**config.mk**
```make
export PLATFORM = sky130hd
export DESIGN_NAME = bcr_rx
export DESIGN_NICKNAME = d
export VERILOG_FILES = /design/src/pkg/bcr_pkg.sv /design/src/bcr_rx.sv
export SDC_FILE = /design/constraint.sdc
export NUM_CORES = 1
export LEC_CHECK = 0
export ABC_CLOCK_PERIOD_IN_PS = 5360
export BUFFER_PORTS_ARGS = -buffer_cell sky130_fd_sc_hd__clkbuf_2
export CAP_MARGIN = 20
export CELL_PAD_IN_SITES_DETAIL_PLACEMENT = 1
export CELL_PAD_IN_SITES_GLOBAL_PLACEMENT = 2
export CORE_ASPECT_RATIO = 0.5
export CORE_UTILIZATION = 47
export CTS_BUF_LIST = sky130_fd_sc_hd__clkbuf_8 sky130_fd_sc_hd__clkbuf_16
export DETAILED_ROUTE_END_ITERATION = 12
export PLACE_DENSITY_LB_ADDON = 0.1
export SLEW_MARGIN = 30
export SYNTH_ARGS = -nofsm -noshare
export SYNTH_HDL_FRONTEND = slang
export SYNTH_SLANG_ARGS = --single-unit
```
**constraint.sdc**
```tcl
create_clock -name core_clk -period 5.36 [get_ports core_clk]
set_input_delay 0 -clock core_clk [delete_from_list [all_inputs] [get_ports core_clk]]
set_output_delay 0 -clock core_clk [all_outputs]
set_load 0.02 [all_outputs]
```
**src/pkg/bcr_pkg.sv**
```systemverilog
// bar code serial receiver: shared constants, config layout, bus carriers and states
// assumes a single 100 MHz core clock and a 12-bit AXI4-Lite register window
`default_nettype none
package bcr_pkg;
	// ==========================================================
	// timing
	localparam int CLK_HZ = 100_000_000;
	localparam int BAUD_LO = 4800;
	localparam int BAUD_MID = 9600;
	localparam int BAUD_HI = 19200;
	localparam int BIT_CYC_LO = CLK_HZ / BAUD_LO;
	localparam int BIT_CYC_MID = CLK_HZ / BAUD_MID;
	localparam int BIT_CYC_HI = CLK_HZ / BAUD_HI;
	// ==========================================================
	// framing
	localparam logic [7:0] STX_CHAR = 8'h02;
	localparam logic [7:0] ETX_CHAR = 8'h03;
	localparam logic [7:0] CHAR_MIN = 8'h20;
	localparam logic [7:0] CHAR_MAX = 8'h7F;
	localparam int MAX_LEN = 40;
	// ==========================================================
	// register map and fields
	localparam logic [11:0] OFS_CTRL = 12'h000;
	localparam logic [11:0] OFS_STATUS = 12'h004;
	localparam logic [11:0] OFS_ACK = 12'h008;
	localparam logic [3:0] OFS_STR_PAGE = 4'h1;
	localparam int ST_VALID = 0;
	localparam int ST_RTS = 1;
	localparam int ST_CTS = 2;
	localparam int ST_DISCARD = 3;
	localparam int ST_OVERRUN = 4;
	localparam int ST_LINE_ERR = 5;
	localparam int ST_COPY = 6;
	localparam int ST_LEN_LSB = 8;
	localparam logic [1:0] PAR_NONE = 2'h0;
	localparam logic [1:0] PAR_ODD = 2'h1;
	localparam logic [1:0] PAR_EVEN = 2'h2;
	localparam logic [1:0] BAUD_SEL_LO = 2'h0;
	localparam logic [1:0] BAUD_SEL_MID = 2'h1;
	localparam logic [1:0] BAUD_SEL_HI = 2'h2;
	localparam logic [1:0] RESP_OKAY = 2'h0;
	localparam logic [1:0] RESP_SLVERR = 2'h2;
	typedef struct packed {
		logic auto_mode;
		logic [1:0] baud;
		logic [1:0] parity;
		logic two_stop;
		logic eight_bits;
		logic enable;
	} bcr_cfg_s;
	// manual, 9600, even parity, 2 stop, 7 bits, port not selected
	localparam bcr_cfg_s CFG_RST = 8'h34;
	// ==========================================================
	// bus carriers
	typedef struct packed {
		logic awvalid;
		logic [11:0] awaddr;
		logic wvalid;
		logic [31:0] wdata;
		logic [3:0] wstrb;
		logic bready;
		logic arvalid;
		logic [11:0] araddr;
		logic rready;
	} bcr_axi_m_s;
	typedef struct packed {
		logic awready;
		logic wready;
		logic bvalid;
		logic [1:0] bresp;
		logic arready;
		logic rvalid;
		logic [31:0] rdata;
		logic [1:0] rresp;
	} bcr_axi_s_s;
	// ==========================================================
	// states
	typedef enum logic [2:0] {U_IDLE, U_START, U_DATA, U_PAR, U_STOP} bcr_uart_e;
	typedef enum logic {F_HUNT, F_TAKE} bcr_frm_e;
endpackage
`default_nettype wire

```
**src/bcr_rx.sv**
```systemverilog
// bar code serial receiver: line receiver, byte fifo, frame checker, string store, AXI4-Lite
// assumes rxd_in and cts_in are already synchronous to core_clk
//
// Operation
// - 7 or 8 data bits, 1 or 2 stop, none/odd/even parity; default 7/2/even.
// - baud 4800, 9600 or 19200; default 9600.
// - drive request-to-send toward the reader while reading bar codes.
// - manual or auto trigger, manual default; auto drops request-to-send until reported.
// - keep receiving if clear-to-send stays on; new string overwrites held one.
// - frame is STX, data characters, then ETX.
// - only bytes 0x20 to 0x7F are valid data characters.
// - at most forty data characters per frame.
// - discard frames with missing delimiter, bad character or excess length.
// - deliver each valid frame as a string into the string store.
// - receive only while the port is selected for bar code reader use.
`default_nettype none

// ==========================================================
// byte fifo
module bcr_fifo #(
	parameter int WIDTH = 8,
	parameter int DEPTH = 4
) (
	// clock and reset
	input wire logic core_clk,
	input wire logic rst,
	// fill side
	input wire logic in_valid,
	input wire logic [WIDTH-1:0] in_data,
	output logic in_ready,
	// drain side
	output logic out_valid,
	output logic [WIDTH-1:0] out_data,
	input wire logic out_ready
);
	localparam int AW = $clog2(DEPTH);
	if (DEPTH < 2 || (1 << AW) != DEPTH) begin : g_bad_depth
		$error("fifo depth must be a power of two");
	end
	logic [WIDTH-1:0] mem [DEPTH];
	logic [AW:0] wp_ff;
	logic [AW:0] rp_ff;
	wire push = in_valid && in_ready;
	wire pop = out_valid && out_ready;
	assign in_ready = (wp_ff - rp_ff) != (AW+1)'(DEPTH);
	assign out_valid = wp_ff != rp_ff;
	assign out_data = mem[rp_ff[AW-1:0]];
	always_ff @(posedge core_clk) begin
		if (push) mem[wp_ff[AW-1:0]] <= in_data;
	end
	always_ff @(posedge core_clk or posedge rst) begin
		if (rst) begin
			wp_ff <= '0;
			rp_ff <= '0;
		end else begin
			wp_ff <= wp_ff + (AW+1)'(push);
			rp_ff <= rp_ff + (AW+1)'(pop);
		end
	end
endmodule

// ==========================================================
// receiver top
module bcr_rx
	import bcr_pkg::*;
#(
	parameter int BIT_CYC_4800 = bcr_pkg::BIT_CYC_LO,
	parameter int BIT_CYC_9600 = bcr_pkg::BIT_CYC_MID,
	parameter int BIT_CYC_19200 = bcr_pkg::BIT_CYC_HI,
	parameter int FIFO_DEPTH = 4
) (
	// clock and reset
	input wire logic core_clk,
	input wire logic rst,
	// register bus
	input wire bcr_pkg::bcr_axi_m_s axi_m,
	output bcr_pkg::bcr_axi_s_s axi_s,
	// reader link
	input wire logic rxd_in,
	input wire logic cts_in,
	output logic request_to_send_out
);
	// the bit counter is 16 bits wide and needs at least four cycles per bit
	if (BIT_CYC_4800 < 4 || BIT_CYC_4800 > 65535 ||
		BIT_CYC_9600 < 4 || BIT_CYC_9600 > 65535 ||
		BIT_CYC_19200 < 4 || BIT_CYC_19200 > 65535) begin : g_bad_bit_cyc
		$error("bit period out of range");
	end

	// ==========================================================
	// configuration and state registers
	bcr_cfg_s cfg_ff;
	bcr_axi_s_s axi_ff;
	logic rts_ff;
	logic str_valid_ff;
	logic discard_ff;
	logic overrun_ff;
	logic line_err_ff;
	logic [7:0] held [MAX_LEN];
	logic [7:0] stage [MAX_LEN];
	logic [5:0] held_len_ff;
	assign axi_s = axi_ff;
	assign request_to_send_out = rts_ff;

	// ==========================================================
	// line receiver
	bcr_uart_e u_st_ff;
	bcr_uart_e nxt_u_st;
	logic [15:0] u_cnt_ff;
	logic [15:0] nxt_u_cnt;
	logic [7:0] sh_ff;
	logic [7:0] nxt_sh;
	logic [2:0] bits_ff;
	logic [2:0] nxt_bits;
	logic par_ff;
	logic nxt_par;
	logic bad_ff;
	logic nxt_bad;
	logic stops_ff;
	logic nxt_stops;
	logic rx_prev_ff;
	logic u_done;
	logic u_err;
	wire [15:0] bit_cyc = (cfg_ff.baud == BAUD_SEL_LO) ? 16'(BIT_CYC_4800) :
		(cfg_ff.baud == BAUD_SEL_HI) ? 16'(BIT_CYC_19200) : 16'(BIT_CYC_9600);
	wire u_tick = u_cnt_ff == 16'h0000;
	wire [2:0] last_bit = cfg_ff.eight_bits ? 3'h7 : 3'h6;
	wire [7:0] u_byte = cfg_ff.eight_bits ? sh_ff : {1'b0, sh_ff[7:1]};
	wire par_ok = (par_ff ^ rxd_in) == (cfg_ff.parity == PAR_ODD);

	always_comb begin
		nxt_u_st = u_st_ff;
		nxt_u_cnt = u_tick ? 16'h0000 : u_cnt_ff - 16'h0001;
		nxt_sh = sh_ff;
		nxt_bits = bits_ff;
		nxt_par = par_ff;
		nxt_bad = bad_ff;
		nxt_stops = stops_ff;
		u_done = 1'b0;
		u_err = 1'b0;
		case (u_st_ff)
			U_IDLE: if (rx_prev_ff && !rxd_in) begin
				nxt_u_st = U_START;
				nxt_u_cnt = bit_cyc >> 1;
			end
			U_START: if (u_tick) begin
				// a glitch shorter than half a bit is not a start bit
				nxt_u_st = rxd_in ? U_IDLE : U_DATA;
				nxt_u_cnt = bit_cyc - 16'h0001;
				nxt_bits = 3'h0;
				nxt_par = 1'b0;
				nxt_bad = 1'b0;
				nxt_stops = 1'b0;
			end
			U_DATA: if (u_tick) begin
				nxt_sh = {rxd_in, sh_ff[7:1]};
				nxt_par = par_ff ^ rxd_in;
				nxt_bits = bits_ff + 3'h1;
				nxt_u_cnt = bit_cyc - 16'h0001;
				if (bits_ff == last_bit) begin
					nxt_u_st = (cfg_ff.parity == PAR_NONE) ? U_STOP : U_PAR;
				end
			end
			U_PAR: if (u_tick) begin
				nxt_bad = bad_ff || !par_ok;
				nxt_u_cnt = bit_cyc - 16'h0001;
				nxt_u_st = U_STOP;
			end
			U_STOP: if (u_tick) begin
				nxt_u_cnt = bit_cyc - 16'h0001;
				if (cfg_ff.two_stop && !stops_ff) begin
					nxt_stops = 1'b1;
					nxt_bad = bad_ff || !rxd_in;
				end else begin
					nxt_u_st = U_IDLE;
					u_done = rxd_in && !bad_ff;
					u_err = !rxd_in || bad_ff;
				end
			end
			default: nxt_u_st = U_IDLE;
		endcase
		if (!cfg_ff.enable) begin
			nxt_u_st = U_IDLE;
		end
	end

	always_ff @(posedge core_clk or posedge rst) begin
		if (rst) begin
			u_st_ff <= U_IDLE;
			u_cnt_ff <= 16'h0000;
			sh_ff <= 8'h00;
			bits_ff <= 3'h0;
			par_ff <= 1'b0;
			bad_ff <= 1'b0;
			stops_ff <= 1'b0;
			rx_prev_ff <= 1'b1;
		end else begin
			u_st_ff <= nxt_u_st;
			u_cnt_ff <= nxt_u_cnt;
			sh_ff <= nxt_sh;
			bits_ff <= nxt_bits;
			par_ff <= nxt_par;
			bad_ff <= nxt_bad;
			stops_ff <= nxt_stops;
			rx_prev_ff <= rxd_in;
		end
	end

	// ==========================================================
	// byte fifo between line and frame checker
	logic fq_in_ready;
	logic fq_valid;
	logic [7:0] fq_byte;
	logic copy_busy_ff;
	wire f_ready = !copy_busy_ff;
	bcr_fifo #(.WIDTH(8), .DEPTH(FIFO_DEPTH)) u_fifo (
		.core_clk(core_clk),
		.rst(rst),
		.in_valid(u_done),
		.in_data(u_byte),
		.in_ready(fq_in_ready),
		.out_valid(fq_valid),
		.out_data(fq_byte),
		.out_ready(f_ready)
	);

	// ==========================================================
	// frame checker
	bcr_frm_e f_st_ff;
	logic [5:0] f_len_ff;
	logic [5:0] copy_idx_ff;
	logic [5:0] copy_len_ff;
	wire f_pop = fq_valid && f_ready;
	wire in_frame = f_st_ff == F_TAKE;
	wire is_stx = fq_byte == STX_CHAR;
	wire is_etx = fq_byte == ETX_CHAR;
	wire in_range = fq_byte >= CHAR_MIN && fq_byte <= CHAR_MAX;
	wire room = f_len_ff < 6'(MAX_LEN);
	wire pop_stx = f_pop && is_stx;
	wire pop_etx = f_pop && in_frame && is_etx;
	wire pop_store = f_pop && in_frame && !is_stx && !is_etx && in_range && room;
	wire pop_bad = f_pop && in_frame && !is_stx && !is_etx && !(in_range && room);
	wire line_abort = u_err && in_frame && !pop_etx && !pop_stx;
	wire copy_done = copy_busy_ff && copy_idx_ff == copy_len_ff;

	always_ff @(posedge core_clk) begin
		if (pop_store) stage[f_len_ff] <= fq_byte;
		if (copy_busy_ff && !copy_done) held[copy_idx_ff] <= stage[copy_idx_ff];
	end

	always_ff @(posedge core_clk or posedge rst) begin
		if (rst) begin
			f_st_ff <= F_HUNT;
			f_len_ff <= 6'h00;
			copy_busy_ff <= 1'b0;
			copy_idx_ff <= 6'h00;
			copy_len_ff <= 6'h00;
			held_len_ff <= 6'h00;
		end else begin
			if (pop_stx) begin
				f_st_ff <= F_TAKE;
				f_len_ff <= 6'h00;
			end else if (pop_etx) begin
				f_st_ff <= F_HUNT;
				copy_busy_ff <= 1'b1;
				copy_idx_ff <= 6'h00;
				copy_len_ff <= f_len_ff;
			end else if (pop_bad || line_abort) begin
				f_st_ff <= F_HUNT;
			end else if (pop_store) begin
				f_len_ff <= f_len_ff + 6'h01;
			end
			if (copy_done) begin
				copy_busy_ff <= 1'b0;
				held_len_ff <= copy_len_ff;
			end else if (copy_busy_ff) begin
				copy_idx_ff <= copy_idx_ff + 6'h01;
			end
		end
	end

	// ==========================================================
	// register decode
	logic aw_got_ff;
	logic w_got_ff;
	logic [11:0] waddr_ff;
	logic [31:0] wdata_ff;
	logic [3:0] wstrb_ff;
	wire wr_fire = aw_got_ff && w_got_ff && !axi_ff.bvalid;
	wire wr_ctrl = waddr_ff == OFS_CTRL;
	wire wr_stat = waddr_ff == OFS_STATUS;
	wire wr_ack = waddr_ff == OFS_ACK;
	wire wr_lo = wr_fire && wstrb_ff[0];
	wire w1c_disc = wr_lo && wr_stat && wdata_ff[ST_DISCARD];
	wire w1c_ovr = wr_lo && wr_stat && wdata_ff[ST_OVERRUN];
	wire w1c_line = wr_lo && wr_stat && wdata_ff[ST_LINE_ERR];
	wire ack_host = wr_lo && wr_ack && wdata_ff[0];
	wire ar_fire = axi_m.arvalid && axi_ff.arready;
	wire [11:0] ra = axi_m.araddr;
	wire rd_str = ra[11:8] == OFS_STR_PAGE && ra[7:2] < 6'(MAX_LEN) && ra[1:0] == 2'h0;
	wire rd_ctrl = ra == OFS_CTRL;
	wire rd_stat = ra == OFS_STATUS;
	wire [31:0] stat_word = {18'h0, held_len_ff, 1'b0, copy_busy_ff, line_err_ff, overrun_ff,
		discard_ff, cts_in, rts_ff, str_valid_ff};
	wire [31:0] rd_word = rd_ctrl ? {24'h0, cfg_ff} : rd_stat ? stat_word :
		rd_str ? {24'h0, held[ra[7:2]]} : 32'h0;
	wire rd_ok = rd_ctrl || rd_stat || rd_str || ra == OFS_ACK;
	wire rts_next = cfg_ff.enable && !(cfg_ff.auto_mode && str_valid_ff);

	always_ff @(posedge core_clk or posedge rst) begin
		if (rst) begin
			axi_ff <= '0;
			axi_ff.awready <= 1'b1;
			axi_ff.wready <= 1'b1;
			axi_ff.arready <= 1'b1;
			aw_got_ff <= 1'b0;
			w_got_ff <= 1'b0;
			waddr_ff <= 12'h000;
			wdata_ff <= 32'h0000_0000;
			wstrb_ff <= 4'h0;
		end else begin
			if (axi_m.awvalid && axi_ff.awready) begin
				aw_got_ff <= 1'b1;
				waddr_ff <= axi_m.awaddr;
				axi_ff.awready <= 1'b0;
			end
			if (axi_m.wvalid && axi_ff.wready) begin
				w_got_ff <= 1'b1;
				wdata_ff <= axi_m.wdata;
				wstrb_ff <= axi_m.wstrb;
				axi_ff.wready <= 1'b0;
			end
			if (wr_fire) begin
				axi_ff.bvalid <= 1'b1;
				axi_ff.bresp <= (wr_ctrl || wr_stat || wr_ack) ? RESP_OKAY : RESP_SLVERR;
			end
			if (axi_ff.bvalid && axi_m.bready) begin
				axi_ff.bvalid <= 1'b0;
				aw_got_ff <= 1'b0;
				w_got_ff <= 1'b0;
				axi_ff.awready <= 1'b1;
				axi_ff.wready <= 1'b1;
			end
			if (ar_fire) begin
				axi_ff.arready <= 1'b0;
				axi_ff.rvalid <= 1'b1;
				axi_ff.rdata <= rd_word;
				axi_ff.rresp <= rd_ok ? RESP_OKAY : RESP_SLVERR;
			end
			if (axi_ff.rvalid && axi_m.rready) begin
				axi_ff.rvalid <= 1'b0;
				axi_ff.arready <= 1'b1;
			end
		end
	end

	// ==========================================================
	// control, status and flow control
	// event sets win over software clears so a coincident event is kept
	always_ff @(posedge core_clk or posedge rst) begin
		if (rst) begin
			cfg_ff <= CFG_RST;
			rts_ff <= 1'b0;
			str_valid_ff <= 1'b0;
			discard_ff <= 1'b0;
			overrun_ff <= 1'b0;
			line_err_ff <= 1'b0;
		end else begin
			if (wr_lo && wr_ctrl) cfg_ff <= wdata_ff[7:0];
			rts_ff <= rts_next;
			// overwrite regardless of whether the host saw the last string
			str_valid_ff <= copy_done || (str_valid_ff && !ack_host);
			discard_ff <= pop_bad || line_abort || (discard_ff && !w1c_disc);
			overrun_ff <= (u_done && !fq_in_ready) || (overrun_ff && !w1c_ovr);
			line_err_ff <= u_err || (line_err_ff && !w1c_line);
		end
	end
endmodule
`default_nettype wire

```
==> flow_summary_export.csv <==
group,metric,value,unit
power_and_ir_drop,leakagePower,13.4,nW
critical_path,worstPathMaxFanout,42,
detailed_routing,drt_wl_total,84.2,mm
cts,cts_buffers,71,
flow_run,maxCapViolCount,0,
power_and_ir_drop,power.density,351,nW/µm²
cts,cts_hold_buf,40,
floorplan,core_area,67100,µm²
critical_path,worstSetupPathType,"reg -> reg",
final_layout,fin_nets,2112,
placement,port_buffers,63,
synth,synth_cell_types,77,
sta,worst_pin_slew,1.03,ns
floorplan,die_x,371,µm
sta,finalSetupViolations,0,
detailed_routing,drt_iter0_drc,1782,
detailed_routing,wl_met2,38.8,mm
global_routing,overflow,0,
critical_path,endpoint_kind,"register",
floorplan,initial_core_util,47.7,%
placement,gp_congestion,0.810,
detailed_routing,met3_length,5.78,mm
cts,cts_tree,"built",
sta,max-slew-margin-rel,31.1,%
detailed_routing,viasPerCell,6.05,
sta,setup_tns,0,ns
detailed_routing,highest-signal-layer,"met5",
final_layout,num_antenna_cells,0,
cts,clk_pin_slew,0.06,ns
placement,dpl.hpwl,54.1,mm
sta,finClkSkew,0.0296,ns
synth,synth_area,32000,µm²
global_routing,grt_max_degree,77,
synth,avgSynthCellArea,16.7,µm²
cts,cts.sinks,795,
cts,root_buffer,"clkbuf_16",
cts,ctsResizeCount,0,
floorplan,rows,67,
final_layout,drive_gt1_share,20.5,%
sta,slew_violations,0,
final_layout,utilization,53.8,%
global_routing,grt_first_pass_wirelength,125,mm
cts,htree_levels,3,
cts,cts_setup_buffers,0,
critical_path,crit_arrival,4.44,ns
final_layout,synthToLayoutAreaGrowth,12.9,%
sta,hold_violations,0,
global_routing,grt.total_usage,24.8,%
synth,ys_ff_latch,795,
detailed_routing,ant_nets,0,
synth,synthCells,1919,
detailed_routing,num_vias,18100,
detailed_routing,drc,0,
detailed_routing,drt-met1-wl,38.2,mm
floorplan,die_y,187,µm
synth,synth_edf_count,672,
global_routing,grt_pass1_vias,18700,
floorplan,ios,111,
synth,ys.flop_type,"edfxtp_1",
synth,ys_warn_count,0,
power_and_ir_drop,finalPower,12.7,mW
placement,dpl_worst_slack,1.13,ns
critical_path,worst_ep_required_time,5.62,ns
sta,fin_crit_sh,78.0,%
sta,setup_ws,1.18,ns
power_and_ir_drop,peakVddDrop,0.000250,V
synth,yosysSeqAreaShare,72.7,%
sta,rsz0062_at_grt,"no",
synth,synthArstFlopShare,15.5,%
sta,period_needed,4.18,ns
cts,clock_latency,0.64,ns
global_routing,antenna_found_initial,2,
cts,cts_buffer_depth,3,
sta,fmax,239,MHz
floorplan,dieArea,69200,µm²
critical_path,start_kind,"register",
outcome,outcome,"finished clean",
detailed_routing,dr.pass1.iters,5,
worst_hold_path,hold_class,"in -> async",
detailed_routing,wl_per_cell,28.2,µm
report_power, final:
| part | switching, mW | leakage, nW | total [mW] | internal [mW] |
|---|---|---|---|---|
| clock network | 2.30 | 1.21 | 5.23 | 2.93 |
| logic | 0.299 | 3.25 | 0.554 | 0.255 |
| registers | 0.120 | 8.99 | 6.88 | 6.76 |
| total | 2.72 | 13.4 | 12.7 | 9.95 |
cell usage after synthesis, types with 21 or more instances:
cell        n  area (µm²)
mux2_2     79         890
mux4_2     84        1890
a21oi_1    39         195
nor2_1    112         420
buf_4      26         195
edfxtp_1  672       20200
nor2b_1    24         150
a22oi_1   123         923
buf_2      25         125
nand3_1    21         105
dfrtp_1   116        2900
nand4_1    21         131
nor3_1     32         160
nand2_1    89         334
mux2i_1    38         380
o21ai_0    46         230
a221oi_1   21         184
clkbuf_1   73         274
logic make-up after synthesis:
kind of cell | share of synthesized area (%)
AO/OA/AOI/OAI | 7.77
XOR/XNOR | 0.657
adder cells (fa/ha/maj) | 0.430
buffers and inverters | 2.15
flip-flops | 72.7
multiplexers | 10.0
other | 0.0117
AND/OR/NAND/NOR | 6.23
routing by layer:
metal | GRT usage [%] | up-vias
met5 | 0 | -
met2 | 38.1 | 569
met3 | 5.09 | 97
met1 | 36.5 | 9547
li1 | - | 7843
met4 | 5.81 | 2
worst max-delay path: stages (launching register included):
cell,delay (ns)
dfrtp_1,0.69
mux4_2,0.99
a211oi_4,0.36
nand3_2,0.30
or4b_1,0.80
nor2_1,0.65
cell type report:
type	count	area [µm²]
Clock buffer	79	1930
Clock inverter	48	413
Fill cell	6103	31000
Inverter	14	57.6
Multi-Input combinational cell	998	8220
Sequential cell	795	23300
Tap cell	897	1120
Timing Repair Buffer	152	1110
sequential cells by signal, summed over array words and instances (netlist names), 8 cells and up:
| name | cells |
|---|---|
| held | 320 |
| u_fifo.mem | 32 |
| wdata_ff | 8 |
| waddr_ff | 12 |
| axi_s | 21 |
| cfg_ff | 8 |
| u_cnt_ff | 16 |
| stage | 320 |
| sh_ff | 8 |
path summary, 6_finish.rpt:
check                                start        endpoint  slack (ns)  depth (start not counted)
setup / recovery           u_fifo.rp_ff[0]    stage[16][6]        1.18                          5
hold / removal                         rst      overrun_ff        0.05                          3
setup reg to reg           u_fifo.rp_ff[0]    stage[16][6]        1.18                          5
hold reg to reg                line_err_ff     line_err_ff        0.48                          1
max in group asynchronous              rst  copy_idx_ff[1]        4.17                          4
min in group core_clk             axi_m[1]        axi_s[2]        0.07                          6
stage by stage:
stage	cell area, µm²	hold WS (ns)	std cells
2_1_floorplan	32100	0.00448	1938
3_3_place_gp	33300	0.171	2814
3_5_place_dp	33400	0.167	2815
4_1_cts	36100	0.0394	2982
5_1_grt	36100	0.0960	2983
6_report	36100	0.0461	2983
layout by cell type (no fill, tap or decap), drive strengths merged, types with 8 or more instances in the layout:
cell type and instances:
edfxtp 672, clkbuf 143, a22oi 123, dfrtp 116
nor2 112, nand2 89, mux4 86, mux2 79
buf 48, o21ai 46, dlygate4sd3 40, a21oi 39
mux2i 38, nor3 33, inv 30, nor2b 24
nand3 22, clkinv 22, nand4 21, a221oi 21
conb 20, xnor2 15, nand2b 15, o211ai 15
o22ai 14, a31oi 13, ha 11, or2 10
or4 10, a22o 10, xor2 9, nor4 9
o31ai 8
Power figures use the tool's default switching activity.
